<file path="src/hw/dbbd_defs.svh">
// Timing counts and widths shared by both ends of the probe link
`ifndef DBBD_DEFS_SVH
`define DBBD_DEFS_SVH
`define DBBD_CLK_MHZ            100
`define DBBD_PROBE_INTERVAL_US  100
`define DBBD_PROBE_INTERVAL_CYC (`DBBD_PROBE_INTERVAL_US * `DBBD_CLK_MHZ)
`define DBBD_PATTERN_WAIT_US    50
`define DBBD_PATTERN_WAIT_CYC   (`DBBD_PATTERN_WAIT_US * `DBBD_CLK_MHZ)
`define DBBD_DISCHARGE_US       10
`define DBBD_DISCHARGE_CYC      (`DBBD_DISCHARGE_US * `DBBD_CLK_MHZ)
`define DBBD_READY_WAIT_US      200
`define DBBD_READY_WAIT_CYC     (`DBBD_READY_WAIT_US * `DBBD_CLK_MHZ)
`define DBBD_START_DEADLINE_US  20
`define DBBD_START_DEADLINE_CYC (`DBBD_START_DEADLINE_US * `DBBD_CLK_MHZ)
`define DBBD_POWER_WAIT_US      40
`define DBBD_POWER_WAIT_CYC     (`DBBD_POWER_WAIT_US * `DBBD_CLK_MHZ)
`define DBBD_PATTERN_MIN_BITS   128
`define DBBD_CNT_W              24
`endif

</file>
<file path="src/hw/dbbd_pkg.sv">
// Types shared by both ends of the probe link
package dbbd_pkg;
  // VBUS drive level on the wire
  typedef enum logic [1:0] {
    DBBD_LVL_NONE,
    DBBD_LVL_PROBE,
    DBBD_LVL_FULL
  } dbbd_level_e;
endpackage : dbbd_pkg
</file>
<file path="src/hw/dbbd_link_if.sv">
// Interface joining the backpowering end and the unpowered end
interface dbbd_link_if;
  // Level each end drives onto VBUS
  dbbd_pkg::dbbd_level_e dev_drive;
  dbbd_pkg::dbbd_level_e host_drive;
  logic                  dev_discharge;
  // Pattern bit sent by the unpowered end
  logic                  pattern_bit;
  logic                  pattern_en;
  // Resolved sense of VBUS, worked out by the bench
  logic                  vbus_above_discharged;
  logic                  vbus_probe_level;
  logic                  vbus_full_supply_level;

  modport dev (
    output dev_drive,
    output dev_discharge,
    input  pattern_bit,
    input  pattern_en,
    input  vbus_above_discharged,
    input  vbus_full_supply_level
  );
  modport host (
    output host_drive,
    output pattern_bit,
    output pattern_en,
    input  vbus_above_discharged,
    input  vbus_probe_level,
    input  vbus_full_supply_level
  );
endinterface : dbbd_link_if

</file>
<file path="src/hw/dbbd_dev.sv">
// Backpowering end: probes VBUS, detects the pattern, raises full supply
// How it works
// - Probe VBUS repeatedly while full supply absent
// - Unpowered peer answers probe with pattern
// - Pattern seen: drive full supply
// - No pattern: never drive full supply
// - Unanswered probe: repeat probe cycle
// - Each probe is limited in time
// - Optional peer presence check before probing
// - Unpowered peer starts driving nothing
// - Peer starts pattern within start deadline
// - Peer assumes full supply after wait time
// - Peer ready: stops the pattern
// - Backpowering end optionally has dead-peer detection
// - Peer leaves VBUS undriven at first
// - Initial step starts probe interval timer
// - Willing peer without probe becomes source
// - Unwilling peer without probe keeps waiting
// - VBUS seen high before probe: become sink
// - Pattern needs 128 alternating bits
// - Timer expiry: probe, start pattern wait
// - Wait expiry: bounded discharge, then restart
// - Pattern stops after full supply: act source

`include "dbbd_defs.svh"

module dbbd_dev #(
  parameter int unsigned PROBE_INTERVAL_CYC = `DBBD_PROBE_INTERVAL_CYC,
  parameter int unsigned PATTERN_WAIT_CYC   = `DBBD_PATTERN_WAIT_CYC,
  parameter int unsigned DISCHARGE_CYC      = `DBBD_DISCHARGE_CYC,
  parameter int unsigned READY_WAIT_CYC     = `DBBD_READY_WAIT_CYC,
  parameter int unsigned PATTERN_MIN_BITS   = `DBBD_PATTERN_MIN_BITS
) (
  // Clock and reset
  input  wire logic   clk,
  input  wire logic   sys_rst,
  // User side
  input  wire logic   enable,
  input  wire logic   presence_gate_en,
  input  wire logic   peer_present,
  output logic        probing,
  output logic        full_supply_on,
  output logic        sink_mode,
  output logic        source_mode,
  output logic        send_source_caps,
  // Link side
  dbbd_link_if.dev    link
);

  // Sequencer steps; IDLE re-arms the interval timer
  typedef enum logic [2:0] {
    ST_IDLE,
    ST_WAIT_INTERVAL,
    ST_PROBE,
    ST_DISCHARGE,
    ST_FULL,
    ST_SOURCE,
    ST_SINK
  } dbbd_dev_state_e;

  // All state in one register; one timer serves every timed step
  typedef struct packed {
    dbbd_dev_state_e         state;
    logic [`DBBD_CNT_W-1:0]  timer;
    logic [7:0]              alt_cnt;
    logic                    last_bit;
    logic                    pattern_seen;
    logic                    caps_pulse;
  } dbbd_dev_s;

  // Registered state and its next value
  dbbd_dev_s st_r;
  dbbd_dev_s st_nxt;

  // Next state of the whole sequencer
  always_comb begin
    st_nxt = st_r;
    st_nxt.caps_pulse = 1'b0;
    if (st_r.state == ST_PROBE || st_r.state == ST_FULL) begin
      if (link.pattern_en && (link.pattern_bit != st_r.last_bit)) begin
        // Saturate so a long pattern cannot wrap
        if (st_r.alt_cnt != 8'hFF) begin
          st_nxt.alt_cnt = st_r.alt_cnt + 8'h01;
        end
      end else begin
        st_nxt.alt_cnt = 8'h00;
      end
      // Stale bit on entry costs one count at most
      st_nxt.last_bit = link.pattern_bit;
    end else begin
      st_nxt.alt_cnt = 8'h00;
    end
    // Extra register stage: one cycle late, short compare path
    st_nxt.pattern_seen = (32'(st_r.alt_cnt) >= PATTERN_MIN_BITS);
    if (st_r.timer != '0) begin
      st_nxt.timer = st_r.timer - `DBBD_CNT_W'(1);
    end
    case (st_r.state)
      ST_IDLE: begin
        if (enable) begin
          st_nxt.state = ST_WAIT_INTERVAL;
          st_nxt.timer = `DBBD_CNT_W'(PROBE_INTERVAL_CYC);
        end
      end
      ST_WAIT_INTERVAL: begin
        if (link.vbus_above_discharged) begin
          st_nxt.state = ST_SINK;
        end else if (st_r.timer == '0) begin
          if (!presence_gate_en || peer_present) begin
            st_nxt.state = ST_PROBE;
            st_nxt.timer = `DBBD_CNT_W'(PATTERN_WAIT_CYC);
          end else begin
            // Gate closed: re-arm and look again later
            st_nxt.timer = `DBBD_CNT_W'(PROBE_INTERVAL_CYC);
          end
        end
      end
      ST_PROBE: begin
        if (st_r.pattern_seen) begin
          st_nxt.state = ST_FULL;
          st_nxt.timer = `DBBD_CNT_W'(READY_WAIT_CYC);
        // probe bounded by wait timer
        // Late answer is only caught on the next probe
        end else if (st_r.timer == '0) begin
          st_nxt.state = ST_DISCHARGE;
          st_nxt.timer = `DBBD_CNT_W'(DISCHARGE_CYC);
        end
      end
      ST_DISCHARGE: begin
        if (st_r.timer == '0) begin
          st_nxt.state = ST_IDLE;
        end
      end
      ST_FULL: begin
        if (!link.pattern_en) begin
          st_nxt.state = ST_SOURCE;
          st_nxt.caps_pulse = 1'b1;
        end else if (st_r.timer == '0) begin
          // Peer never got ready; back off
          st_nxt.state = ST_DISCHARGE;
          st_nxt.timer = `DBBD_CNT_W'(DISCHARGE_CYC);
        end
      end
      ST_SOURCE: begin
        // Source until the user drops enable
        if (!enable) begin
          st_nxt.state = ST_IDLE;
        end
      end
      ST_SINK: begin
        // Back to probing once VBUS falls away
        if (!link.vbus_above_discharged) begin
          st_nxt.state = ST_IDLE;
        end
      end
      default: begin
        st_nxt.state = ST_IDLE;
      end
    endcase
    // Dropping enable parks the sequencer at once
    if (!enable && st_r.state != ST_IDLE) begin
      st_nxt.state = ST_IDLE;
      st_nxt.timer = '0;
    end
  end

  // State register, synchronous reset
  always_ff @(posedge clk) begin
    if (sys_rst) begin
      st_r <= '{state: ST_IDLE, timer: '0, alt_cnt: 8'h00, last_bit: 1'b0,
                pattern_seen: 1'b0, caps_pulse: 1'b0};
    end else begin
      st_r <= st_nxt;
    end
  end

  // Drive decoded from state only, so no glitch between levels
  // probe level only in probe state
  always_comb begin
    case (st_r.state)
      ST_PROBE: link.dev_drive = dbbd_pkg::DBBD_LVL_PROBE;
      ST_FULL,
      ST_SOURCE: link.dev_drive = dbbd_pkg::DBBD_LVL_FULL;
      default: link.dev_drive = dbbd_pkg::DBBD_LVL_NONE;
    endcase
  end

  // Status outputs decoded from state; send_source_caps taken from the caps_pulse register bit
  assign link.dev_discharge = (st_r.state == ST_DISCHARGE);
  assign probing            = (st_r.state == ST_PROBE);
  assign full_supply_on     = (st_r.state == ST_FULL) || (st_r.state == ST_SOURCE);
  assign sink_mode          = (st_r.state == ST_SINK);
  assign source_mode        = (st_r.state == ST_SOURCE);
  assign send_source_caps   = st_r.caps_pulse;

endmodule : dbbd_dev

</file>
<file path="src/flat_wrapper.sv">
// flat-port wrapper written by rule: the top's interface ports become plain ports
module dbbd_dev_flat 
#(
  parameter int unsigned PROBE_INTERVAL_CYC = `DBBD_PROBE_INTERVAL_CYC,
  parameter int unsigned PATTERN_WAIT_CYC   = `DBBD_PATTERN_WAIT_CYC,
  parameter int unsigned DISCHARGE_CYC      = `DBBD_DISCHARGE_CYC,
  parameter int unsigned READY_WAIT_CYC     = `DBBD_READY_WAIT_CYC,
  parameter int unsigned PATTERN_MIN_BITS   = `DBBD_PATTERN_MIN_BITS
)
  (clk, sys_rst, enable, presence_gate_en, peer_present, probing, full_supply_on, sink_mode, source_mode, send_source_caps, link_dev_drive, link_dev_discharge, link_pattern_bit, link_pattern_en, link_vbus_above_discharged, link_vbus_full_supply_level);
  dbbd_link_if link_i ();
  input  wire logic clk;
  input  wire logic sys_rst;
  input  wire logic enable;
  input  wire logic presence_gate_en;
  input  wire logic peer_present;
  output logic probing;
  output logic full_supply_on;
  output logic sink_mode;
  output logic source_mode;
  output logic send_source_caps;
  output wire logic [$bits(link_i.dev_drive)-1:0] link_dev_drive;
  output wire logic [$bits(link_i.dev_discharge)-1:0] link_dev_discharge;
  input wire logic [$bits(link_i.pattern_bit)-1:0] link_pattern_bit;
  input wire logic [$bits(link_i.pattern_en)-1:0] link_pattern_en;
  input wire logic [$bits(link_i.vbus_above_discharged)-1:0] link_vbus_above_discharged;
  input wire logic [$bits(link_i.vbus_full_supply_level)-1:0] link_vbus_full_supply_level;
  assign link_dev_drive = link_i.dev_drive;
  assign link_dev_discharge = link_i.dev_discharge;
  assign link_i.pattern_bit = link_pattern_bit;
  assign link_i.pattern_en = link_pattern_en;
  assign link_i.vbus_above_discharged = link_vbus_above_discharged;
  assign link_i.vbus_full_supply_level = link_vbus_full_supply_level;
  dbbd_dev #(.PROBE_INTERVAL_CYC(PROBE_INTERVAL_CYC), .PATTERN_WAIT_CYC(PATTERN_WAIT_CYC), .DISCHARGE_CYC(DISCHARGE_CYC), .READY_WAIT_CYC(READY_WAIT_CYC), .PATTERN_MIN_BITS(PATTERN_MIN_BITS)) u_core (.clk(clk), .sys_rst(sys_rst), .enable(enable), .presence_gate_en(presence_gate_en), .peer_present(peer_present), .probing(probing), .full_supply_on(full_supply_on), .sink_mode(sink_mode), .source_mode(source_mode), .send_source_caps(send_source_caps), .link(link_i));
endmodule
</file>
<file path="config.mk">
export PLATFORM = sky130hd
export DESIGN_NAME = dbbd_dev_flat
export DESIGN_NICKNAME = d
export VERILOG_FILES = /design/src/hw/dbbd_pkg.sv /design/src/hw/dbbd_link_if.sv /design/src/hw/dbbd_dev.sv /design/src/flat_wrapper.sv
export VERILOG_INCLUDE_DIRS = /design/src /design/src/hw
export SDC_FILE = /design/constraint.sdc
export NUM_CORES = 1
export LEC_CHECK = 0
export BUFFER_PORTS_ARGS = -buffer_cell sky130_fd_sc_hd__buf_2
export CAP_MARGIN = 20
export CORE_MARGIN = 3
export CORE_UTILIZATION = 54
export DETAILED_ROUTE_END_ITERATION = 12
export PLACE_DENSITY = 0.76
export SKIP_LAST_GASP = 1
export SLEW_MARGIN = 30
export SYNTH_ARGS = -nofsm -noshare
export SYNTH_HDL_FRONTEND = slang
export SYNTH_SLANG_ARGS = --single-unit
</file>
<file path="constraint.sdc">
create_clock -name clk -period 2.1 [get_ports clk]
set_input_delay 0.315 -clock clk [delete_from_list [all_inputs] [get_ports clk]]
set_output_delay 0.315 -clock clk [all_outputs]
set_load 0.01 [all_outputs]
</file>
After elaboration in Yosys (flattened, before gate mapping) --
Cells that the tools add are included. W data, S select, Z words.
Cells by class: multiplexer cells 18, multipliers 0, eq/ne operators 14, reductions and logical operators 16, shifts and indexed selects 0, magnitude comparators 1, add/subtract/negate cells 2, bitwise logic cells 3, div/mod/pow operators 0
Operator list (number):
- $mux W27 | 4
- $pmux W24 S4 | 1
- $mux W24 | 3
- $logic_not A24 Y1 | 1
- $reduce_bool A24 Y1 | 1
- $sub A24 B1 Y24 const B | 1
- $pmux W3 S7 | 1
- $mux W3 | 6
- $mux W14 | 1
- $eq A3 B3 Y1 const B | 3
- $add A8 B1 Y8 const B | 1
- $ge A8 B8 Y1 const B | 1
- $ne A8 B8 Y1 const B | 1
- $eq A3 B2 Y1 const B | 2
- $ne A2 B2 Y1 const B | 3
- $ne A3 B2 Y1 const B | 2
- $reduce_and A6 Y1 | 1
- $reduce_or A2 Y1 | 3
- $pmux W2 S2 | 1
- $eq A3 B1 Y1 const B | 1
- $logic_not A3 Y1 | 1
- $logic_or A1 B1 Y1 | 3
- $not A1 Y1 | 3
- $reduce_bool A3 Y1 | 1
- 6 further kinds | 8
Storage, ports and cells: ROM bits 0, bits in writable memories 0, output and inout port bits 8, latch bits 0, register bits 38, memories 0, input bits 9, word-level logic and storage cells 60

Depth between registers and ports, before layout --
Gate-level depths: netlist (run 1).
depth in word-level cells 6, gate-level depth with buffers 10, depth with buffers taken out 8

Worst setup path before layout (run 1) --
OpenSTA, ideal clock, no wires.
path kind flip-flop to flip-flop, from register u_core.st_r[11] (netlist name), to register u_core.st_r[25] (netlist name), required time 1.966 ns, buffers on the path 0, arrival time 2.012 ns, setup slack -0.046 ns, clock period less this slack 2.146 ns, setup time 0.134 ns, cell stages (with the launch flop) 9, cell sequence dfxtp_1 -> inv_1 -> ha_1 -> or4b_1 -> or4_1 -> o31ai_2 -> o211ai_2 -> nor2_1 -> a211oi_1
On the way: word-level cells in the longest chain between the ends 5, elaborated cells between the ends (all ways) 11, classes of those cells 1 x add/sub; 8 x mux; 2 x reduce/logical
Ends and longest elaborated chain:
- start: declaration | line dbbd_dev.sv:72 | dbbd_dev_s st_r;
- start signal: assignment | line dbbd_dev.sv:170 | st_r <= '{state: ST_IDLE, timer: '0, alt_cnt: 8'h00, last_bit: 1'b0,
- start signal: assignment | line dbbd_dev.sv:173 | st_r <= st_nxt;
- $sub A24 B1 Y24 or $reduce_bool A24 Y1 (tied branches) | line dbbd_dev.sv:96, dbbd_dev.sv:95
- $mux W24 | line dbbd_dev.sv:95 | if (st_r.timer != '0) begin
- $mux W27 (on tied branches) | line dbbd_dev.sv:124, dbbd_dev.sv:138, dbbd_dev.sv:108
- $mux W24, or another cell as far along | line dbbd_dev.sv:135 | if (!link.pattern_en) begin
- $pmux W24 S4 * | line dbbd_dev.sv:98 | case (st_r.state)
Every way passes the cells marked *; elsewhere a longest branch is shown, timed or not. The select of a mux whose other input is x is not followed. A chain may end at the register's enable or synchronous reset.

Worst setup path in the final report (run 1) --
Ends and elaborated chain as after synthesis.

==> flow_summary.ini, run 1 <==
[yosys]
ys_ff_latch = 38
ys.warnings.count = 0
synth.area.top_cells = dfxtp_1 34%, nor2_1 5.7%, xnor2_1 4.3%
syn_avg_cell_area_um2 = 8.258
yosysUniqueCellTypes = 59
netlist_instances = 270
synth.top_cell.area_share = 0.3412
synthFlopType = dfxtp_1
synth_largest_area_cell = dfxtp_1
synthesis.area_um2 = 2230
async_flop_share = 0
synthesis.nets = 284
synth_enable_flop_cells = 0
seq_area_frac_synth = 0.3412

[critical_path]
cp_cell_sequence = inv_4 > ha_4 > or4b_4 > or4_4 > o31ai_4 > o211ai_2 > nor2_2 > a211oi_1
crit_path_start_kind = register
crit_type = reg -> reg
crit_path_end_kind = register
critical-path-max-stage-delay_ns = 0.58
critPathBufInv = 1
critPathMaxFanout = 3
required_ns = 2.26
cp.arrival_ns = 2.52
path_delay_family = simple AND/OR/NAND/NOR gates
cp_slowest_cell = or4_4

[detailed_routing]
met2_length_um = 3350
wl_per_cell_um = 17.22
routed_via_density = 6.013
first_iter_violations = 91
drc_errors = 0
dr_wl_met3_um = 319
met1Wirelength_um = 2676
drtAntennaViolNets = 0
drt_pass1_iterations = 4
wl_um = 6525
vias = 2279
top_layer = met4

[timing]
rsz0062_at_grt = true
slew_headroom = 0.6344
setup_ws_ns = -0.2578
post-route-period-util = 1.123
whs_ns = 0.2384
maxSlewViolCount = 0
max_freq_mhz = 424.1
finClkSkew_ns = 0.003322
final-hold-violation-count = 0
setup_viol = 26
worst_slew_pin_slew_ns = 0.5407
min_period_ns = 2.358

[cts]
clk_path_buf_depth = 2
cts_root_buf = clkbuf_8
numCtsBuffers = 5
cts_sinks = 38
clk_pin_slew_ns = 0.08
clk_latency_ns = 0.29
cts_htree_levels = 2
cts_tree = yes

[layout]
antenna_cells = 0
area_delta_synth_final_pct = 44.16
fin_nets = 344
utilization = 0.8401
final_cell_mix = 37 x buf_4, 33 x dfxtp_1, 25 x nor2_1, 17 x nand2_1, 15 x buf_2
instances_no_fill = 379
layout_commonest_cell = buf_4
postLayoutCellArea_um2 = 3214
drive_gt1_frac = 0.4260

[place]
gp_congestion = 0.9644
hpwl_um = 3811
port_buffers = 15
dp.cells = 360
place_area_um2 = 2582

[floorplan]
pin_count = 17
die-area_um2 = 4936
coreArea_um2 = 3826
rows = 22
start_util = 0.5827
chipHeight_um = 70.26
die_w_um = 70.26

[global_routing]
grt_overflow = 0
grt_max_degree = 14
grt_antenna_before_repair = 0
grt_pass1_vias = 2165
grt_pass1_wl_um = 9515
gr-usage-all-layers = 0.2357

[power]
comb_power_share = 0.671
ir_drop_mv = 0.9329
p_switching_w = 0.002441
power_leakage_nw = 1.244
switching_share = 0.4249
p_per_area_nw_per_um2 = 1787
internal_power_w = 0.003304
clkPwrFrac = 0.134
p_seq_frac = 0.194

[flow_run]
drv_cap = 0

[run_status]
violations = setup timing
status = complete, but fails checks

[min_path]
min_path_type = in -> reg
==> power groups by stage <==
stage / Sequential, W / Clock [W] / Combinational [W]
floorplan: 0.00106 / 0 / 0.00166
global placement: 0.00107 / 0 / 0.00246
detailed placement: 0.00108 / 0 / 0.00250
CTS: 0.00107 / 0.000771 / 0.00289
global route: 0.00113 / 0.000807 / 0.00409
finish: 0.00112 / 0.000772 / 0.00386
==> cell families after synthesis <==
kind of cell,after synthesis,synth area share
buf+inv,16,0.04321
flops,38,0.3412
simple gates,131,0.3277
compound gates,56,0.1639
xor+xnor,22,0.08642
fa+ha+maj,5,0.02806
mux,2,0.009540
==> synth_stat cells, drive strengths merged (6+ instances only) <==
library cell	count
nor3	12
nor4	6
dfxtp	38
nand3	11
o21ai	15
or4	6
nor2	34
nand2	21
a21oi	18
inv	8
xnor2	11
xor2	11
==> final timing paths <==
path | slack, ns | cells after the start | from | to
max | -0.26 | 8 | u_core.st_r[11] | u_core.st_r[25]
min | 0.24 | 2 | sys_rst | u_core.st_r[1]
max reg2reg | -0.26 | 8 | u_core.st_r[11] | u_core.st_r[25]
min reg2reg | 0.52 | 2 | u_core.st_r[8] | u_core.st_r[8]
==> flip-flops by register name, indices dropped and copies added, names as in the netlist <==
signal,flops
u_core.st_r,37
u_core.send_source_caps,1
==> layout make-up <==
type	count	area [µm²]
fill	214	611.8
multi-input combinational	216	1735
tap	48	60.06
sequential	38	767.0
inverter	8	32.53
clock inverter	2	60.06
timing repair buffer	61	476.7
clock buffer	6	82.58
==> repair_timing <==
action / 4_1_cts / 5_1_grt
endpoints found under the setup margin: 26 / 29
pin swaps: 9 / 28
cloned: 1 / 1
resized for setup: 25 / 60
buffers inserted: 4 / 5
hold buffers: 0 / 0
==> per-layer routing <==
layer | GRT usage | up-vias
met5 | 0 | -
met4 | 0.07872 | 0
met1 | 0.2890 | 1089
li1 | - | 1085
met3 | 0.05036 | 23
met2 | 0.4054 | 82
==> worst reg2reg max path, cell delays in order, from the launching register on <==
cell and delay (ns):
dfxtp_2 0.34, inv_4 0.07, ha_4 0.12, or4b_4 0.47, or4_4 0.58, o31ai_4 0.27
o211ai_2 0.17, nor2_2 0.15, a211oi_1 0.07
==> through the flow <==
step / setup slack (ns) / power (W) / TNS (ns)
final: -0.2578 / 0.005746 / -3.530
after CTS: -0.09700 / 0.004724 / -0.9947
after detailed placement: -0.1594 / 0.003574 / -2.699
after floorplan: -0.01377 / 0.002715 / -0.01377
after global placement: -0.1293 / 0.003524 / -2.006
after global routing: -0.3267 / 0.006035 / -5.532
(Power assumes the default switching activity.)
==> run 2: changes to the inputs <==
ABC_AREA = 1   (was default)
PLACE_DENSITY = 0.83   (was 0.76)
==> flow_summary.ini, run 2 <==
[global_routing]
grt_overflow = 0
grt_pass1_vias = 2205
grt_antenna_before_repair = 0
grt_max_degree = 16
gr-usage-all-layers = 0.2344
grt_pass1_wl_um = 9770

[yosys]
synthFlopType = dfxtp_1
ys.warnings.count = 0
synthesis.area_um2 = 2447
ys_ff_latch = 38
netlist_instances = 378
synth_enable_flop_cells = 0
yosysUniqueCellTypes = 32
yosysMostFrequentCell = nand2_1
synthesis.nets = 392
synth.top_cell.area_share = 0.3108
seq_area_frac_synth = 0.3108
synth_common_cells = 79 x nand2_1, 72 x nor2_1, 48 x inv_1
synth.area.top_cells = dfxtp_1 31%, nand2_1 12%, nor2_1 11%
syn_avg_cell_area_um2 = 6.474
async_flop_share = 0
synth_largest_area_cell = dfxtp_1

[detailed_routing]
drtAntennaViolNets = 0
drc_errors = 0
first_iter_violations = 125
wl_um = 5570
routed_via_density = 5.252
vias = 2358
drt_pass1_iterations = 4
wl_per_cell_um = 12.41

[layout]
largest_register = u_core.st_r
layout_commonest_cell = nand2_1
drive_gt1_frac = 0.1328
final_cell_mix = 79 x nand2_1, 72 x nor2_1, 48 x inv_1, 38 x dfxtp_1, 21 x a21oi_1
utilization = 0.6387
instances_no_fill = 449
antenna_cells = 0
area_delta_synth_final_pct = 8.896
postLayoutCellArea_um2 = 2665
fin_nets = 412
largest_register_ffs = 37

[cts]
cts_sinks = 38
ctsResizeCount = 0
cts_htree_levels = 2
clk_path_buf_depth = 2
cts-hold-fix-buffers = 0
clk_pin_slew_ns = 0.08
cts_setup_buffers = 0
cts_root_buf = clkbuf_8
numCtsBuffers = 5
clk_latency_ns = 0.29
cts_tree = yes

[place]
place_area_um2 = 2570
gp_congestion = 0.9629
port_buffers = 15
dp.cells = 441
hpwl_um = 4437

[min_path]
min_path_type = in -> reg
hold_path_startpoint = sys_rst
holdPathStages = 2

[critical_path]
cp_cell_sequence = inv_1 > ha_1 > nand3_1 > nor2_4 > nand3_4 > nor2_1 > nand3_1 > nand2_1 > inv_1 > a21oi_1
required_ns = 2.32
cp_num_cells = 10
crit_path_start_kind = register
cp.arrival_ns = 2.03
crit_path_end_kind = register
cp_slowest_cell = dfxtp_1
critical-path-max-stage-delay_ns = 0.30
critPathMaxFanout = 15
path_delay_family = simple AND/OR/NAND/NOR gates
crit_type = reg -> reg
critPathBufInv = 2
crit_start = u_core.st_r[11]
r2r-start = u_core.st_r[11]
r2r_cells = 10

[timing]
post-route-period-util = 0.8606
final-hold-violation-count = 0
max_freq_mhz = 553.4
slew_headroom = 0.6572
maxSlewViolCount = 0
rsz0062_at_grt = false
finalSetupTns_ns = 0
min_period_ns = 1.807
finClkSkew_ns = 0.003839
setup_viol = 0
worst_slew_pin_slew_ns = 0.5078

[flow_run]
drv_cap = 0

[power]
switching_share = 0.5041
p_switching_w = 0.002051
ir_drop_mv = 0.6423
internal_power_w = 0.002017
clkPwrFrac = 0.131
p_per_area_nw_per_um2 = 1526
power_leakage_nw = 1.277
comb_power_share = 0.612
p_seq_frac = 0.258

[floorplan]
pin_count = 17
die_w_um = 73.32
chipHeight_um = 73.32
coreArea_um2 = 4173
die-area_um2 = 5376
start_util = 0.5865
rows = 23

[run_status]
status = finished, final reports clean
[run 2: worst reg2reg max path: cells and delay by family (launching register included)]
family / cells / cell delay (ns)
and+or+nand+nor: 6 / 0.89
buffers and inverters: 2 / 0.17
DFF: 1 / 0.30
AOI/OAI and AO/OA: 1 / 0.15
adders and majority gates: 1 / 0.21
[run 2: power by group through the flow]
stage	Clock [W]	Sequential (W)	Combinational (W)
after global placement	0	0.00106	0.00241
after detailed placement	0	0.00106	0.00246
after global routing	0.000583	0.00107	0.00285
after CTS	0.000552	0.00105	0.00247
after floorplan	0	0.00102	0.00202
final	0.000532	0.00105	0.00249
[run 2: logic make-up after synthesis]
group / after synthesis / share of synthesized area
adders and majority gates: 5 / 0.02556
and+or+nand+nor: 214 / 0.3988
DFF: 38 / 0.3108
xor gates and xnor gates: 18 / 0.06442
AOI/OAI and AO/OA: 46 / 0.1084
buffers and inverters: 57 / 0.09202
[run 2: worst paths after layout]
kind | to | slack [ns]
worst min-delay path | u_core.st_r[1] | 0.25
worst min register to register | u_core.st_r[1] | 0.49
worst max-delay path | u_core.st_r[24] | 0.29
worst max register to register | u_core.st_r[24] | 0.29
[run 2: area by class of cell]
class / count / area [µm²]
clock inverter: 2 / 12.51
fill: 387 / 1508
timing repair buffer: 16 / 82.58
sequential: 38 / 760.7
multi-input combinational: 283 / 1461
inverter: 54 / 202.7
clock buffer: 6 / 82.58
tap: 50 / 62.56
[run 2: per-layer routing]
layer | track usage | up-vias | wire length, µm | part of all wire
met5 | 0 | - | 0 | 0
met4 | 0.09457 | 0 | 125 | 0.022
met3 | 0.05062 | 13 | 258 | 0.046
met2 | 0.3853 | 50 | 2616 | 0.47
met1 | 0.2975 | 1047 | 2571 | 0.46
li1 | - | 1248 | - | -
[run 2: metrics by stage]
stage | total power (W) | setup slack (ns) | hold slack (ns)
final | 0.004068 | 0.2928 | 0.2518
after global routing | 0.004509 | 0.08362 | 0.2425
after CTS | 0.004072 | 0.2906 | 0.2402
after detailed placement | 0.003519 | 0.3141 | 0.4774
after global placement | 0.003469 | 0.3577 | 0.4730
after floorplan | 0.003048 | 0.6022 | 0.3874
==> run 3: changes to the inputs <==
PLACE_DENSITY = 0.73   (was 0.83)
==> flow_summary.ini, run 3 (synthesis gave the netlist of run 2 again) <==
[cts]
cts_tree = yes
cts_htree_levels = 2
clk_latency_ns = 0.29
ctsResizeCount = 0
cts-hold-fix-buffers = 0
cts_sinks = 38
cts_setup_buffers = 0
clk_pin_slew_ns = 0.07
cts_root_buf = clkbuf_8
numCtsBuffers = 5
clk_path_buf_depth = 2

[detailed_routing]
drt_pass1_iterations = 5
vias = 2363
routed_via_density = 5.286
drtAntennaViolNets = 0
wl_um = 5709
wl_per_cell_um = 12.77
drc_errors = 0
first_iter_violations = 146

[critical_path]
required_ns = 2.32
cp_slowest_cell = dfxtp_1
cp_cell_sequence = nor2_1 > nand2_1 > nor2_4 > nand3_4 > nor2_1 > nand3_1 > nand2_1 > inv_1 > a21oi_1
critical-path-max-stage-delay_ns = 0.34
r2r_cells = 9
cp.arrival_ns = 2.02
reg2reg_slack_ns = 0.30
r2r-start = u_core.st_r[24]
crit_path_end_kind = register
critPathMaxFanout = 15
crit_type = reg -> reg
crit_path_start_kind = register
r2r-end = u_core.st_r[15]

[layout]
fill_cells = 410
largest_register = u_core.st_r
fin_nets = 412
largest_register_ffs = 37
antenna_cells = 0
layout_commonest_cell = nand2_1
area_delta_synth_final_pct = 8.384
instances_no_fill = 447
final_cell_mix = 79 x nand2_1, 72 x nor2_1, 48 x inv_1, 38 x dfxtp_1, 21 x a21oi_1
drive_gt1_frac = 0.1285
utilization = 0.6357

[timing]
maxSlewViolCount = 0
post-route-period-util = 0.8568
min_period_ns = 1.799
finClkSkew_ns = 0.005214
max_freq_mhz = 555.8
worst_slew_pin_slew_ns = 0.5130
rsz0062_at_grt = false
final-hold-violation-count = 0
setup_viol = 0
slew_headroom = 0.6537
finalSetupTns_ns = 0

[min_path]
holdPathStages = 2
min_path_type = in -> reg
hold_path_startpoint = sys_rst
hold_end = u_core.st_r[1]

[place]
gp_congestion = 0.9608
hpwl_um = 4498
port_buffers = 15
dp.cells = 441

[floorplan]
die-area_um2 = 5376
pin_count = 17
chipHeight_um = 73.32
rows = 23
die_w_um = 73.32
coreArea_um2 = 4173
start_util = 0.5865

[global_routing]
grt_max_degree = 16
grt_antenna_before_repair = 0
grt_pass1_wl_um = 9246
gr-usage-all-layers = 0.2249
grt_pass1_vias = 2039
grt_overflow = 0

[power]
ir_drop_mv = 0.5624
internal_power_w = 0.002007
clkPwrFrac = 0.123
p_seq_frac = 0.259
comb_power_share = 0.618
p_switching_w = 0.002050
power_leakage_nw = 1.272
switching_share = 0.5052
p_per_area_nw_per_um2 = 1529

[run_status]
status = finished, final reports clean

[flow_run]
drv_cap = 0
-- run 3: changes by cell type in the layout (fill, tap and decap cells not counted) --
cell        change
clkinvlp_4      -1
clkinv_2        -1
-- run 3: worst max-delay path, delay by kind of cell (launching register included) --
family                 cells  cell delay (ns)
and+or+nand+nor            7             1.17
AOI/OAI and AO/OA          1             0.14
DFF                        1             0.34
buffers and inverters      1             0.06
-- run 3: metrics by stage --
stage	worst slack (ns)	power (W)	instance area, µm²	hold slack, ns
floorplan	0.6022	0.003048	2447	0.3874
global placement	0.3814	0.003479	2570	0.4746
detailed placement	0.3530	0.003530	2570	0.4848
CTS	0.3353	0.004054	2653	0.2467
global route	0.1368	0.004422	2653	0.2710
finish	0.3006	0.004057	2653	0.2575
-- run 3: cell type report --
cell class / instances / area (µm²) / area share
clock buffer: 6 / 82.58 / 0.03113
tap: 50 / 62.56 / 0.02358
multi-input combinational: 283 / 1461 / 0.5509
timing repair buffer: 16 / 82.58 / 0.03113
inverter: 54 / 202.7 / 0.07642
sequential: 38 / 760.7 / 0.2868
-- run 3: worst max-delay path by stage --
stage	startpoint	to	slack, ns	cells past startpoint
after floorplan	u_core.st_r[11]	u_core.st_r[14]	0.60	9
after global placement	u_core.st_r[21]	u_core.st_r[23]	0.38	8
after detailed placement	u_core.st_r[27]	u_core.st_r[15]	0.35	9
after CTS	u_core.st_r[11]	u_core.st_r[15]	0.34	10
after global routing	u_core.st_r[27]	u_core.st_r[26]	0.14	12
final	u_core.st_r[24]	u_core.st_r[15]	0.30	9
-- run 3: power by group through the flow --
stage               clock, W  sequential, W  combinational [W]
detailed placement         0        0.00106            0.00247
global route        0.000536        0.00107            0.00282
CTS                 0.000511        0.00105            0.00250
floorplan                  0        0.00102            0.00202
global placement           0        0.00106            0.00242
finish              0.000500        0.00105            0.00251
-- run 3: per-layer routing --
metal | track usage | wire length, µm
met1 | 0.2845 | 2586
met2 | 0.3803 | 2745
met3 | 0.04378 | 300
met4 | 0.07847 | 76
met5 | 0 | 0
